### config.mk
export PLATFORM = sky130hd
export DESIGN_NAME = dual_button_reset_timer
export DESIGN_NICKNAME = d
export VERILOG_FILES = /design/src/hdl/button_reset_pkg.sv /design/src/hdl/dual_button_reset_timer.sv
export SDC_FILE = /design/constraint.sdc
export NUM_CORES = 1
export LEC_CHECK = 0
export ABC_AREA = 1
export BUFFER_PORTS_ARGS = -buffer_cell sky130_fd_sc_hd__buf_2
export CAP_MARGIN = 15
export CORE_MARGIN = 3
export CORE_UTILIZATION = 35
export DETAILED_ROUTE_END_ITERATION = 16
export PLACE_DENSITY_LB_ADDON = 0.08
export SYNTH_ARGS = -nofsm -noshare
export SYNTH_HDL_FRONTEND = slang
export SYNTH_SLANG_ARGS = --single-unit
### constraint.sdc
create_clock -name clk -period 5.25 [get_ports clk]
set_input_delay 0.525 -clock clk [delete_from_list [all_inputs] [get_ports clk]]
set_output_delay 0.525 -clock clk [all_outputs]
set_load 0.02 [all_outputs]
### src/hdl/button_reset_pkg.sv
// Package for the dual push-button reset timer.
// Assumes a 200 MHz clock; counts are derived from times here.
package button_reset_pkg;

	// ****************************************
	// Clock and times
	// ****************************************
	localparam int unsigned CLK_FREQ_HZ = 200_000_000;
	localparam int unsigned HOLD_TIME_OPEN_S = 2;
	localparam int unsigned HOLD_TIME_GND_S = 4;
	localparam int unsigned HOLD_TIME_SUPPLY_S = 6;
	localparam int unsigned PULSE_WIDTH_X_MS = 140;
	localparam int unsigned PULSE_WIDTH_Y_MS = 240;

	// ****************************************
	// Derived cycle counts
	// ****************************************
	localparam longint unsigned HOLD_CYCLES_OPEN = longint'(HOLD_TIME_OPEN_S) * CLK_FREQ_HZ;
	localparam longint unsigned HOLD_CYCLES_GND = longint'(HOLD_TIME_GND_S) * CLK_FREQ_HZ;
	localparam longint unsigned HOLD_CYCLES_SUPPLY = longint'(HOLD_TIME_SUPPLY_S) * CLK_FREQ_HZ;
	localparam longint unsigned PULSE_CYCLES_X = (longint'(PULSE_WIDTH_X_MS) * CLK_FREQ_HZ + 999) / 1000;
	localparam longint unsigned PULSE_CYCLES_Y = (longint'(PULSE_WIDTH_Y_MS) * CLK_FREQ_HZ + 999) / 1000;
	localparam int COUNT_W = 31;

	// ****************************************
	// Types
	// ****************************************
	typedef enum logic [1:0] {
		HOLD_SEL_OPEN,
		HOLD_SEL_GND,
		HOLD_SEL_SUPPLY,
		HOLD_SEL_SPARE
	} hold_sel_t;

	typedef enum logic [1:0] {
		ST_IDLE,
		ST_HOLDING,
		ST_PULSE,
		ST_WAIT_RELEASE
	} timer_state_t;

endpackage : button_reset_pkg

### src/hdl/dual_button_reset_timer.sv
// Dual push-button reset timer: two held buttons give one fixed reset pulse.
// Assumes inputs already synchronous to clk and a supply-good level input.
//
// What this block does
// - Hold time is 2 s open, 4 s ground, 6 s supply on the selector.
// - Output behaviour is the same whichever request input falls first.
// - Both outputs assert once hold time elapses with both requests low.
// - One reset pulse of configured width follows a completed hold.
// - Holding both requests low after the pulse gives no further pulse.
// - Pulse width is fixed at build, at least 140 ms or 240 ms.
// - Open-drain output pulls low, push-pull high, always mutual inverses.
// - Outputs stay deasserted while supply is below 1.6 V.
`timescale 1ns/10ps

module dual_button_reset_timer
	import button_reset_pkg::*;
#(
	parameter longint unsigned HOLD_OPEN = HOLD_CYCLES_OPEN,
	parameter longint unsigned HOLD_GND = HOLD_CYCLES_GND,
	parameter longint unsigned HOLD_SUPPLY = HOLD_CYCLES_SUPPLY,
	parameter bit PULSE_OPTION_Y = 1'h0,
	parameter longint unsigned PULSE_X = PULSE_CYCLES_X,
	parameter longint unsigned PULSE_Y = PULSE_CYCLES_Y
) (
	// Clock and reset
	input wire logic clk,
	input wire logic rst,
	// Supply monitor
	input wire logic supply_ok,
	// Button requests
	input wire logic manual_request_a_n,
	input wire logic manual_request_b_n,
	// Three-state selector, decoded outside
	input wire button_reset_pkg::hold_sel_t hold_time_select,
	// Reset outputs
	output logic reset_out_low_active_o,
	output logic reset_out_low_active_oe,
	output logic reset_out_high_active
);
	import button_reset_pkg::*;

	// ****************************************
	// Cycle walk
	// ****************************************
	// Edge c0 sees both requests low: hold count starts at one
	// Edge cH, with the count at the hold limit, moves to the pulse
	// Outputs follow the state one edge later and stand PULSE_LIMIT cycles
	// A press still held after the pulse parks in the wait state
	// Either request going high mid-hold drops back to idle, no pulse
	// Low supply or reset clears state, counter and outputs on one edge

	// ****************************************
	// Length lookups
	// ****************************************
	// Unused selector code behaves as the open setting
	function automatic logic [COUNT_W-1:0] hold_limit(input hold_sel_t sel);
		case (sel)
			HOLD_SEL_GND: hold_limit = COUNT_W'(HOLD_GND);
			HOLD_SEL_SUPPLY: hold_limit = COUNT_W'(HOLD_SUPPLY);
			default: hold_limit = COUNT_W'(HOLD_OPEN);
		endcase
	endfunction : hold_limit

	function automatic logic [COUNT_W-1:0] pulse_limit(input bit option_y);
		if (option_y) begin
			pulse_limit = COUNT_W'(PULSE_Y);
		end else begin
			pulse_limit = COUNT_W'(PULSE_X);
		end
	endfunction : pulse_limit

	// ****************************************
	// Counter arithmetic
	// ****************************************
	// Saturates rather than wraps; a wrapped count would stretch a phase
	function automatic logic [COUNT_W-1:0] count_step(input logic [COUNT_W-1:0] value);
		if (value == '1) begin
			count_step = value;
		end else begin
			count_step = value + COUNT_W'(1);
		end
	endfunction : count_step

	function automatic logic limit_reached(input logic [COUNT_W-1:0] value, input logic [COUNT_W-1:0] limit);
		limit_reached = (value >= limit);
	endfunction : limit_reached

	// ****************************************
	// Internal signals
	// ****************************************
	localparam logic [COUNT_W-1:0] PULSE_LIMIT = pulse_limit(PULSE_OPTION_Y);

	timer_state_t state_reg;
	logic [COUNT_W-1:0] count_reg;
	logic [COUNT_W-1:0] hold_target;
	logic quiet;
	logic both_low;
	logic hold_abort;
	logic hold_done;
	logic pulse_done;
	logic pulse_active;

	// ****************************************
	// Request decode
	// ****************************************
	// Low supply acts exactly like reset, so nothing half-finished survives it
	assign quiet = rst || !supply_ok;

	// Symmetric AND, so press order cannot matter
	assign both_low = !manual_request_a_n && !manual_request_b_n;

	// ****************************************
	// Phase events
	// ****************************************
	assign hold_target = hold_limit(hold_time_select);
	assign hold_abort = (state_reg == ST_HOLDING) && !both_low;
	assign hold_done = (state_reg == ST_HOLDING) && both_low && limit_reached(count_reg, hold_target);
	assign pulse_done = (state_reg == ST_PULSE) && limit_reached(count_reg, PULSE_LIMIT);
	assign pulse_active = (state_reg == ST_PULSE);

	// ****************************************
	// Sequencer state
	// ****************************************
	always_ff @(posedge clk) begin
		if (quiet) begin
			state_reg <= ST_IDLE;
		end else begin
			case (state_reg)
				ST_IDLE: begin
					if (both_low) begin
						state_reg <= ST_HOLDING;
					end
				end
				ST_HOLDING: begin
					if (hold_abort) begin
						state_reg <= ST_IDLE;
					end else if (hold_done) begin
						state_reg <= ST_PULSE;
					end
				end
				ST_PULSE: begin
					if (pulse_done) begin
						state_reg <= ST_WAIT_RELEASE;
					end
				end
				default: begin
					// Re-arm only after a release, so a long press yields one pulse
					if (!both_low) begin
						state_reg <= ST_IDLE;
					end
				end
			endcase
		end
	end

	// ****************************************
	// Hold and pulse counter
	// ****************************************
	// One counter serves both phases; it restarts at one on each phase entry
	always_ff @(posedge clk) begin
		if (quiet) begin
			count_reg <= '0;
		end else begin
			case (state_reg)
				ST_IDLE: begin
					if (both_low) begin
						count_reg <= COUNT_W'(1);
					end else begin
						count_reg <= '0;
					end
				end
				ST_HOLDING: begin
					if (hold_abort) begin
						count_reg <= '0;
					end else if (hold_done) begin
						count_reg <= COUNT_W'(1);
					end else begin
						count_reg <= count_step(count_reg);
					end
				end
				ST_PULSE: begin
					if (pulse_done) begin
						count_reg <= '0;
					end else begin
						count_reg <= count_step(count_reg);
					end
				end
				default: begin
					count_reg <= '0;
				end
			endcase
		end
	end

	// ****************************************
	// Open-drain reset pin
	// ****************************************
	// Pin only ever drives low; data held at zero
	always_ff @(posedge clk) begin
		reset_out_low_active_o <= 1'h0;
	end

	// Enable high while the pin is pulled low
	always_ff @(posedge clk) begin
		if (quiet) begin
			reset_out_low_active_oe <= 1'h0;
		end else begin
			reset_out_low_active_oe <= pulse_active;
		end
	end

	// ****************************************
	// Push-pull reset pin
	// ****************************************
	// Same source as the enable, so the two pins stay exact inverses
	always_ff @(posedge clk) begin
		if (quiet) begin
			reset_out_high_active <= 1'h0;
		end else begin
			reset_out_high_active <= pulse_active;
		end
	end

endmodule : dual_button_reset_timer

==> results.cfg, run 1 <==
[critical_path]
reg2reg_slack_ns = 3.25
worstSetupEndpointType = flip-flop
crit_slowest_cell = ha_1
slowest_delay_ns = 0.30
crit_type = in2reg
critPathMostFrequentCell = nand2_1
cp_max_fo = 21
crit_chain = buf_2, inv_1, ha_1, inv_1, ha_1, nand2_1, inv_1, nand2_1, nand2_1, nor2_1, nand2_1, nand2_1, nand3_2, nand2_4, nand2_4, nor3_1
cp.required_ns = 5.47
crit_path_start_kind = primary input
path_buf_inv = 4
critPathTopFamily = simple AND/OR/NAND/NOR gates
worst_ep_arrival_time_ns = 2.44

[yosys]
ys_types = 34
yosysSeqAreaShare_pct = 26.3
synth_nets = 403
yosys_warnings = 0
yosys_register_bits = 34
syn_avg_cell_area_um2 = 6.82
synth_cells = 380
syn-cell-area_um2 = 2590

[global_routing]
grt_util_met3_pct = 2.54
grt_use_total_pct = 16.0
grt_max_degree = 22
grt_pass1_vias = 2161
antenna_found_initial = 0
grt_pass1_wl_um = 10700
grt-ovfl-total = 0
grt_busiest_layer = met2
grt_use_met1_pct = 23.3
grt_use_met2_pct = 24.3

[power_and_ir_drop]
intPower_uw = 370
power.density_nw_per_um2 = 172
ir_drop_mv = 0.0971
clockPowerShare_pct = 40.5
p_sw_uw = 111
sw_frac_of_total_pct = 23.1
leakagePower_uw = 0.00113
combPwrFrac_pct = 5.6
sequentialPowerShare_pct = 53.9

[clock_network]
cts_tree = done
cts_setup_buffers = 0
cts-resized-gates = 0
hold_buffers = 0
clock-sinks = 34
cts_buffer_depth = 2
path_clk_slew_ns = 0.07
cts_buffers = 5
htreeDepth = 2
cts-root-buf = clkbuf_8
worstSkewPairLatency_ns = 0.29

[final_layout]
final_area_um2 = 2800
fin_cells = 486
largest_reg_flops = 31
n_fill_cell = 796
final_common_cell = nand2_1
antenna_cells = 0
areaGrowthSynthToFinish_pct = 7.91
nets = 414
mostFrequentLayoutCells = nand2_1 (76), nor2_1 (67), inv_1 (46), dfxtp_1 (34), a21oi_1 (21)
drive_gt1_share_pct = 17.4

[placement]
place.gp.congestion = 0.864
placed_cell_area_um2 = 2720
dp_cells = 480
io_buffers = 8
dp_hpwl_um = 5070

[sta]
min_period_ns = 2.22
finClkSkew_ns = 0.00403
grt_setup_unrepaired = no
finalSetupTns_ns = 0
maxSlewViolCount = 0
min_period_over_period_pct = 42.3
fmax_mhz = 450
finalHoldViolCount = 0
setup_viol = 0

[routing]
dr_total_vias = 2286
ant_nets = 0
wl_per_cell_um = 13.0
viasPerCell = 4.70
drt_wl_total_um = 6330
drtPass1Iterations = 4
drc = 0
drtIter0Drc = 149

[run]
maxCapViolations = 0

[floorplan]
dieArea_um2 = 8480
floorplan.rows = 30
coreArea_um2 = 6980
num_io_pins = 10
die-width_um = 92.1
chipHeight_um = 92.1
start_util_pct = 37.1

[run_status]
outcome = completed

[hold_path]
hold_path_class = reg2reg
==> cells by family after synthesis <==
group / after synthesis / synth area share (%)
multiplexers: 1 / 0.386
buffers and inverters: 58 / 9.27
AO/OA/AOI/OAI: 32 / 6.61
XOR/XNOR: 10 / 3.38
flip-flops: 34 / 26.3
AND/OR/NAND/NOR: 228 / 46.2
adder cells (fa/ha/maj): 16 / 7.72
other: 1 / 0.145
==> cell type report <==
cell class	count	area, um^2	share of cell area (%)
Sequential cell	34	681	24.3
Multi-Input combinational cell	288	1670	59.7
Tap cell	96	120	4.29
Timing Repair Buffer	8	40.0	1.43
Inverter	54	203	7.25
Clock buffer	6	82.6	2.95
==> synthesized netlist by cell type, drive strengths merged <==
cell type / count / share of area [%]
nand4: 10 / 3.2
mux2i: 1 / 0.39
xor2: 9 / 3.0
dfxtp: 34 / 26
nor3b: 5 / 2.0
xnor2: 1 / 0.34
nand3: 24 / 6.1
nor4: 3 / 1.3
buf: 4 / 1.4
conb: 1 / 0.14
inv: 54 / 7.8
nor3: 15 / 4.1
a21oi: 22 / 4.7
o21ai: 10 / 1.9
nand2: 90 / 15
and3: 1 / 0.24
ha: 16 / 7.7
nor2: 80 / 14
==> worst min-delay path: cells and delay by family, from the launching register on <==
family | cells | cell delay (ns)
flip-flops | 1 | 0.33
AO/OA/AOI/OAI | 1 | 0.05
AND/OR/NAND/NOR | 1 | 0.07
==> worst paths after layout <==
path | start | end | cells after the start
min | state_reg[0] | state_reg[1] | 2
max reg2reg | count_reg[22] | count_reg[10] | 12
max | hold_time_select[0] | count_reg[10] | 16
min reg2reg | state_reg[0] | state_reg[1] | 2
==> metrics by stage <==
stage	util (%)	power, uW	hold WS (ns)	setup WS, ns
2_1_floorplan	-	286	0.462	3.05
3_3_place_gp	38.9	292	0.491	2.74
3_5_place_dp	38.9	292	0.491	2.70
4_1_cts	40.1	491	0.491	3.01
5_1_grt	40.1	502	0.518	2.77
6_report	40.1	481	0.494	3.03
==> routing by layer <==
layer | wire [um] | up-vias
li1 | - | 1232
met1 | 3210 | 1012
met2 | 2770 | 36
met3 | 277 | 6
met4 | 73 | 0
met5 | 0 | -
==> power by group through the flow <==
| stage | Combinational [uW] | Sequential, uW | Clock [uW] |
|---|---|---|---|
| 6_report | 26.9 | 259 | 195 |
| 3_5_place_dp | 27.4 | 265 | 0 |
| 5_1_grt | 32.3 | 259 | 210 |
| 3_3_place_gp | 26.9 | 265 | 0 |
| 2_1_floorplan | 21.0 | 265 | 0 |
| 4_1_cts | 27.4 | 259 | 204 |
(Power assumes the default switching activity.)
==> inputs of run 2 (changes only) <==
==> constraint.sdc (replaced) <==
create_clock -name clk -period 2 [get_ports clk]
set_input_delay 0.2 -clock clk [delete_from_list [all_inputs] [get_ports clk]]
set_output_delay 0.2 -clock clk [all_outputs]
set_load 0.02 [all_outputs]
==> run 2 against run 1 <==
Against the previous run: combinational power grew to 3.4 times the previous value; sequential share of layout area is 2.5 points lower; clock-buffer cell count is 1 higher; register-to-register slack worse by 3.1 ns; highest routed layer unchanged; sequential cell count stayed put; core utilization is 4.8 points higher; first-iteration DRC count is 19% higher; design area is 12% higher; setup slack worse by 2.9 ns; routed wire length is 4.6% higher; clock power grew to 2.8 times the previous value; hold slack worse by 0.34 ns.
==> results.cfg, run 2 (synthesized netlist as in run 1, its figures left out) <==
[final_layout]
final_common_cell = nand2_1
final_area_um2 = 3130
ff_latch_area_um2 = 686
nets = 440
utilization_pct = 44.9
multiInputGateArea_um2 = 1760
mostFrequentLayoutCells = nand2_1 (75), nor2_1 (66), inv_1 (42), dfxtp_1 (30), buf_4 (23)
antenna_cells = 0
n_fill_cell = 780
largest_reg_flops = 31
areaGrowthSynthToFinish_pct = 20.9
drive_gt1_share_pct = 27.0

[floorplan]
coreArea_um2 = 6980
floorplan.rows = 30
chipHeight_um = 92.1
die-width_um = 92.1
num_io_pins = 10
start_util_pct = 37.1
dieArea_um2 = 8480

[clock_network]
clock-sinks = 34
cts_buffers = 5
path_clk_slew_ns = 0.07
cts_tree = done
htreeDepth = 2
cts-root-buf = clkbuf_8
worstSkewPairLatency_ns = 0.30
hold_buffers = 0
cts_buffer_depth = 2

[sta]
setup_viol = 0
finalSetupTns_ns = 0
fmax_mhz = 533
finalHoldViolCount = 0
maxSlewViolCount = 0
min_period_over_period_pct = 93.8
finClkSkew_ns = 0.00743
min_period_ns = 1.88

[critical_path]
cp_max_fo = 6
crit_path_start_kind = flip-flop
worstSetupEndpointType = flip-flop
crit_type = reg2reg
r2r_start = count_reg[20]
crit_end = count_reg[3]
cp.required_ns = 2.19
reg2reg_slack_ns = 0.12
startpoint = count_reg[20]
reg2reg_depth = 10
r2r_end = count_reg[3]
worst_ep_arrival_time_ns = 2.07

[global_routing]
antenna_found_initial = 0
grt_use_total_pct = 16.5
grt_pass1_wl_um = 11200
grt_pass1_vias = 2274
grt-ovfl-total = 0
grt_max_degree = 11

[hold_path]
hold_path_class = in2reg

[routing]
wl_met3_um = 274
drt-met1-wl_um = 3370
drtIter0Drc = 177
dr_total_vias = 2385
drtPass1Iterations = 4
drt_wl_total_um = 6620
routed.top_layer = met4
ant_nets = 0
viasPerCell = 4.64
drc = 0
met2_length_um = 2890
wl_per_cell_um = 12.9

[placement]
place.gp.congestion = 0.896
io_buffers = 8
dp_hpwl_um = 5310
placed_cell_area_um2 = 2880

[power_and_ir_drop]
power.density_nw_per_um2 = 418
ir_drop_mv = 0.217
leakagePower_uw = 0.00127

[run]
maxCapViolations = 0

[run_status]
outcome = completed
## run 2: power breakdown
| group | leakage, uW | internal, uW | switching [uW] | total [uW] |
|---|---|---|---|---|
| combinational | 0.000945 | 39.3 | 52.3 | 91.6 |
| clock | 0.0000482 | 278 | 260 | 538 |
| sequential | 0.000276 | 679 | 1.52 | 680 |
## run 2: critical path: stages (launching register included)
cell     delay (ns)
dfxtp_1        0.39
buf_4          0.17
nand2_1        0.10
inv_2          0.08
nand2_1        0.11
nor2_1         0.19
nand4_4        0.23
buf_4          0.21
nand2_1        0.09
xor2_1         0.15
nor2_1         0.06
## run 2: metrics by stage
stage / setup WS, ns / std cells / total power [uW] / hold slack (ns)
2_1_floorplan: 0.127 / 380 / 751 / 0.375
3_3_place_gp: -0.204 / 498 / 773 / 0.472
3_5_place_dp: -0.196 / 498 / 774 / 0.476
4_1_cts: 0.0907 / 506 / 1320 / 0.159
5_1_grt: -0.00294 / 514 / 1370 / 0.175
6_report: 0.123 / 514 / 1310 / 0.158
## run 2: repair_timing
| action | CTS | global route |
|---|---|---|
| gates resized for setup | 0 | 20 |
| endpoints found under the setup margin | 0 | 30 |
| buffers inserted | 0 | 7 |
## run 2: how the worst min path moves through the flow
stage / from / endpoint / slack, ns / cells past startpoint
CTS: rst / state_reg[1] / 0.16 / 4
global route: rst / state_reg[1] / 0.18 / 4
global placement: rst / state_reg[1] / 0.47 / 4
detailed placement: rst / state_reg[1] / 0.48 / 4
floorplan: rst / state_reg[1] / 0.38 / 3
finish: rst / state_reg[1] / 0.16 / 4
## run 2: layout make-up
cell class	count	share of cell area [%]
Inverter	54	6.47
Sequential cell	34	21.9
Clock inverter	1	0.160
Clock buffer	7	2.75
Tap cell	96	3.83
Multi-Input combinational cell	288	56.0
Timing Repair Buffer	34	8.86
## run 2: routing by layer
metal | GRT usage [%] | up-vias
met5 | 0 | -
met4 | 4.33 | 0
met3 | 2.71 | 7
met2 | 26.3 | 45
met1 | 23.1 | 1045
li1 | - | 1288
==> inputs of run 3 (changes only) <==
--- a/config.mk
+++ b/config.mk
@@ -12,6 +12,7 @@
 export CORE_UTILIZATION = 35
 export DETAILED_ROUTE_END_ITERATION = 16
 export PLACE_DENSITY_LB_ADDON = 0.08
+export RECOVER_POWER = 50
 export SYNTH_ARGS = -nofsm -noshare
 export SYNTH_HDL_FRONTEND = slang
 export SYNTH_SLANG_ARGS = --single-unit
==> run 3 against run 2 <==
Against the previous run: combinational power shrank 1%; sequential share of layout area grew 0.088 points; critical path type unchanged; non-clock buffer count is the same; global-route usage is the same; hold slack is essentially flat; sequential cell count is the same; largest power group unchanged; core utilization shrank 0.18 points; sequential power is essentially flat; routed wire length shrank 0.15%; total power shrank 0.29%.
==> results.cfg, run 3 (synthesized netlist as in run 1, its figures left out) <==
[power_and_ir_drop]
ir_drop_mv = 0.217
power.density_nw_per_um2 = 418
leakagePower_uw = 0.00126

[sta]
whs_ns = 0.159
min_period_over_period_pct = 93.7
maxSlewViolCount = 0
min_period_ns = 1.87
setup_viol = 0
finalHoldViolCount = 0
finClkSkew_ns = 0.00793
fmax_mhz = 534
post-route-worst-setup-slack_ns = 0.126

[critical_path]
reg2reg_slack_ns = 0.13
reg2reg_depth = 10
crit_slowest_cell = dfxtp_1
critPathMostFrequentCell = nand2_1
worstSetupEndpointType = flip-flop
cp_max_fo = 6
r2r_end = count_reg[3]
path_depth = 10
r2r_start = count_reg[20]
cp.required_ns = 2.19
critPathTopFamily = simple AND/OR/NAND/NOR gates
crit_chain = buf_4, nand2_1, inv_2, nand2_1, nor2_1, nand4_4, buf_4, nand2_1, xor2_1, nor2_1
slowest_delay_ns = 0.39
path_buf_inv = 3
crit_end = count_reg[3]
worst_ep_arrival_time_ns = 2.07
crit_path_start_kind = flip-flop
startpoint = count_reg[20]
crit_type = reg2reg

[global_routing]
antenna_found_initial = 0
grt_pass1_wl_um = 11200
grt_busiest_layer = met2
grt_pass1_vias = 2274
grt_use_met2_pct = 26.3
grt_max_degree = 11
grt-ovfl-total = 0
grt_use_met1_pct = 23.1
grt_util_met3_pct = 2.71
grt_use_total_pct = 16.5

[floorplan]
chipHeight_um = 92.1
num_io_pins = 10
coreArea_um2 = 6980
start_util_pct = 37.1
die-width_um = 92.1
dieArea_um2 = 8480
floorplan.rows = 30

[clock_network]
clock-sinks = 34
hold_buffers = 0
worstSkewPairLatency_ns = 0.30
cts-root-buf = clkbuf_8
htreeDepth = 2
cts_tree = done
path_clk_slew_ns = 0.07
cts_buffers = 5
cts_buffer_depth = 2

[placement]
dp_hpwl_um = 5310
io_buffers = 8
detailedPlace.worstSlack_ns = -0.196
place.gp.congestion = 0.896

[routing]
drtIter0Drc = 175
drt_wl_total_um = 6610
wl_per_cell_um = 12.9
ant_nets = 0
drtPass1Iterations = 5
drc = 0
viasPerCell = 4.67
dr_total_vias = 2401

[final_layout]
multiInputGateArea_um2 = 1750
drive_gt1_share_pct = 26.1
areaGrowthSynthToFinish_pct = 20.4
antenna_cells = 0
final_common_cell = nand2_1
mostFrequentLayoutCells = nand2_1 (75), nor2_1 (67), inv_1 (43), dfxtp_1 (30), buf_4 (23)
ff_latch_area_um2 = 686
nets = 440
n_fill_cell = 783
largest_reg_flops = 31

[run]
maxCapViolations = 0

[run_status]
outcome = completed

[hold_path]
hold_path_class = in2reg
## run 3: cell count changes in the layout (fill, tap and decap cells not counted), sizes merged
cell,change
clkbuf,+3
buf,-3
## run 3: layout make-up
cell class                      instances  share of cell area [%]
Timing Repair Buffer                   34                    8.82
Multi-Input combinational cell        288                    56.0
Clock buffer                            7                    2.77
Inverter                               54                    6.49
Clock inverter                          1                   0.160
Sequential cell                        34                    22.0
Tap cell                               96                    3.85
## run 3: routing by layer
metal  vias to the layer above  wire [um]
met3                         7        227
met1                      1057       3390
met2                        47       2910
met5                         -          0
li1                       1290          -
met4                         0         82
## run 3: report_power, final
part | switching, uW | total (uW) | internal [uW]
Clock | 258 | 536 | 278
Combinational | 51.3 | 90.4 | 39.1
Sequential | 1.39 | 680 | 679
Total | 311 | 1310 | 995
## run 3: through the flow
step                      utilization, %  cell area, um^2  cells  setup TNS, ns  total power, uW
after floorplan                        -             2590    380              0              751
after global placement              41.2             2880    498          -3.31              773
after detailed placement            41.2             2880    498          -4.45              774
after CTS                           42.5             2970    506              0             1320
after global routing                44.7             3120    514       -0.00911             1360
final                               44.7             3120    514              0             1310
## run 3: how the worst min path moves through the flow
| stage | end | from | slack (ns) | depth (start not counted) |
|---|---|---|---|---|
| after floorplan | state_reg[1] | rst | 0.38 | 3 |
| after CTS | state_reg[1] | rst | 0.16 | 4 |
| after detailed placement | state_reg[1] | rst | 0.48 | 4 |
| after global routing | state_reg[1] | rst | 0.18 | 4 |
| final | state_reg[1] | rst | 0.16 | 4 |
| after global placement | state_reg[1] | rst | 0.47 | 4 |
## run 3: timing repair
item,in CTS,in global routing
setup buffers,0,7
setup endpoints to repair,0,30
gates resized for setup,0,20
## run 3: tightest hold or removal path, cell delays in order
cell and delay [ns]:
buf_2 0.08, nor2_1 0.04, o21ai_0 0.06, a21oi_1 0.04
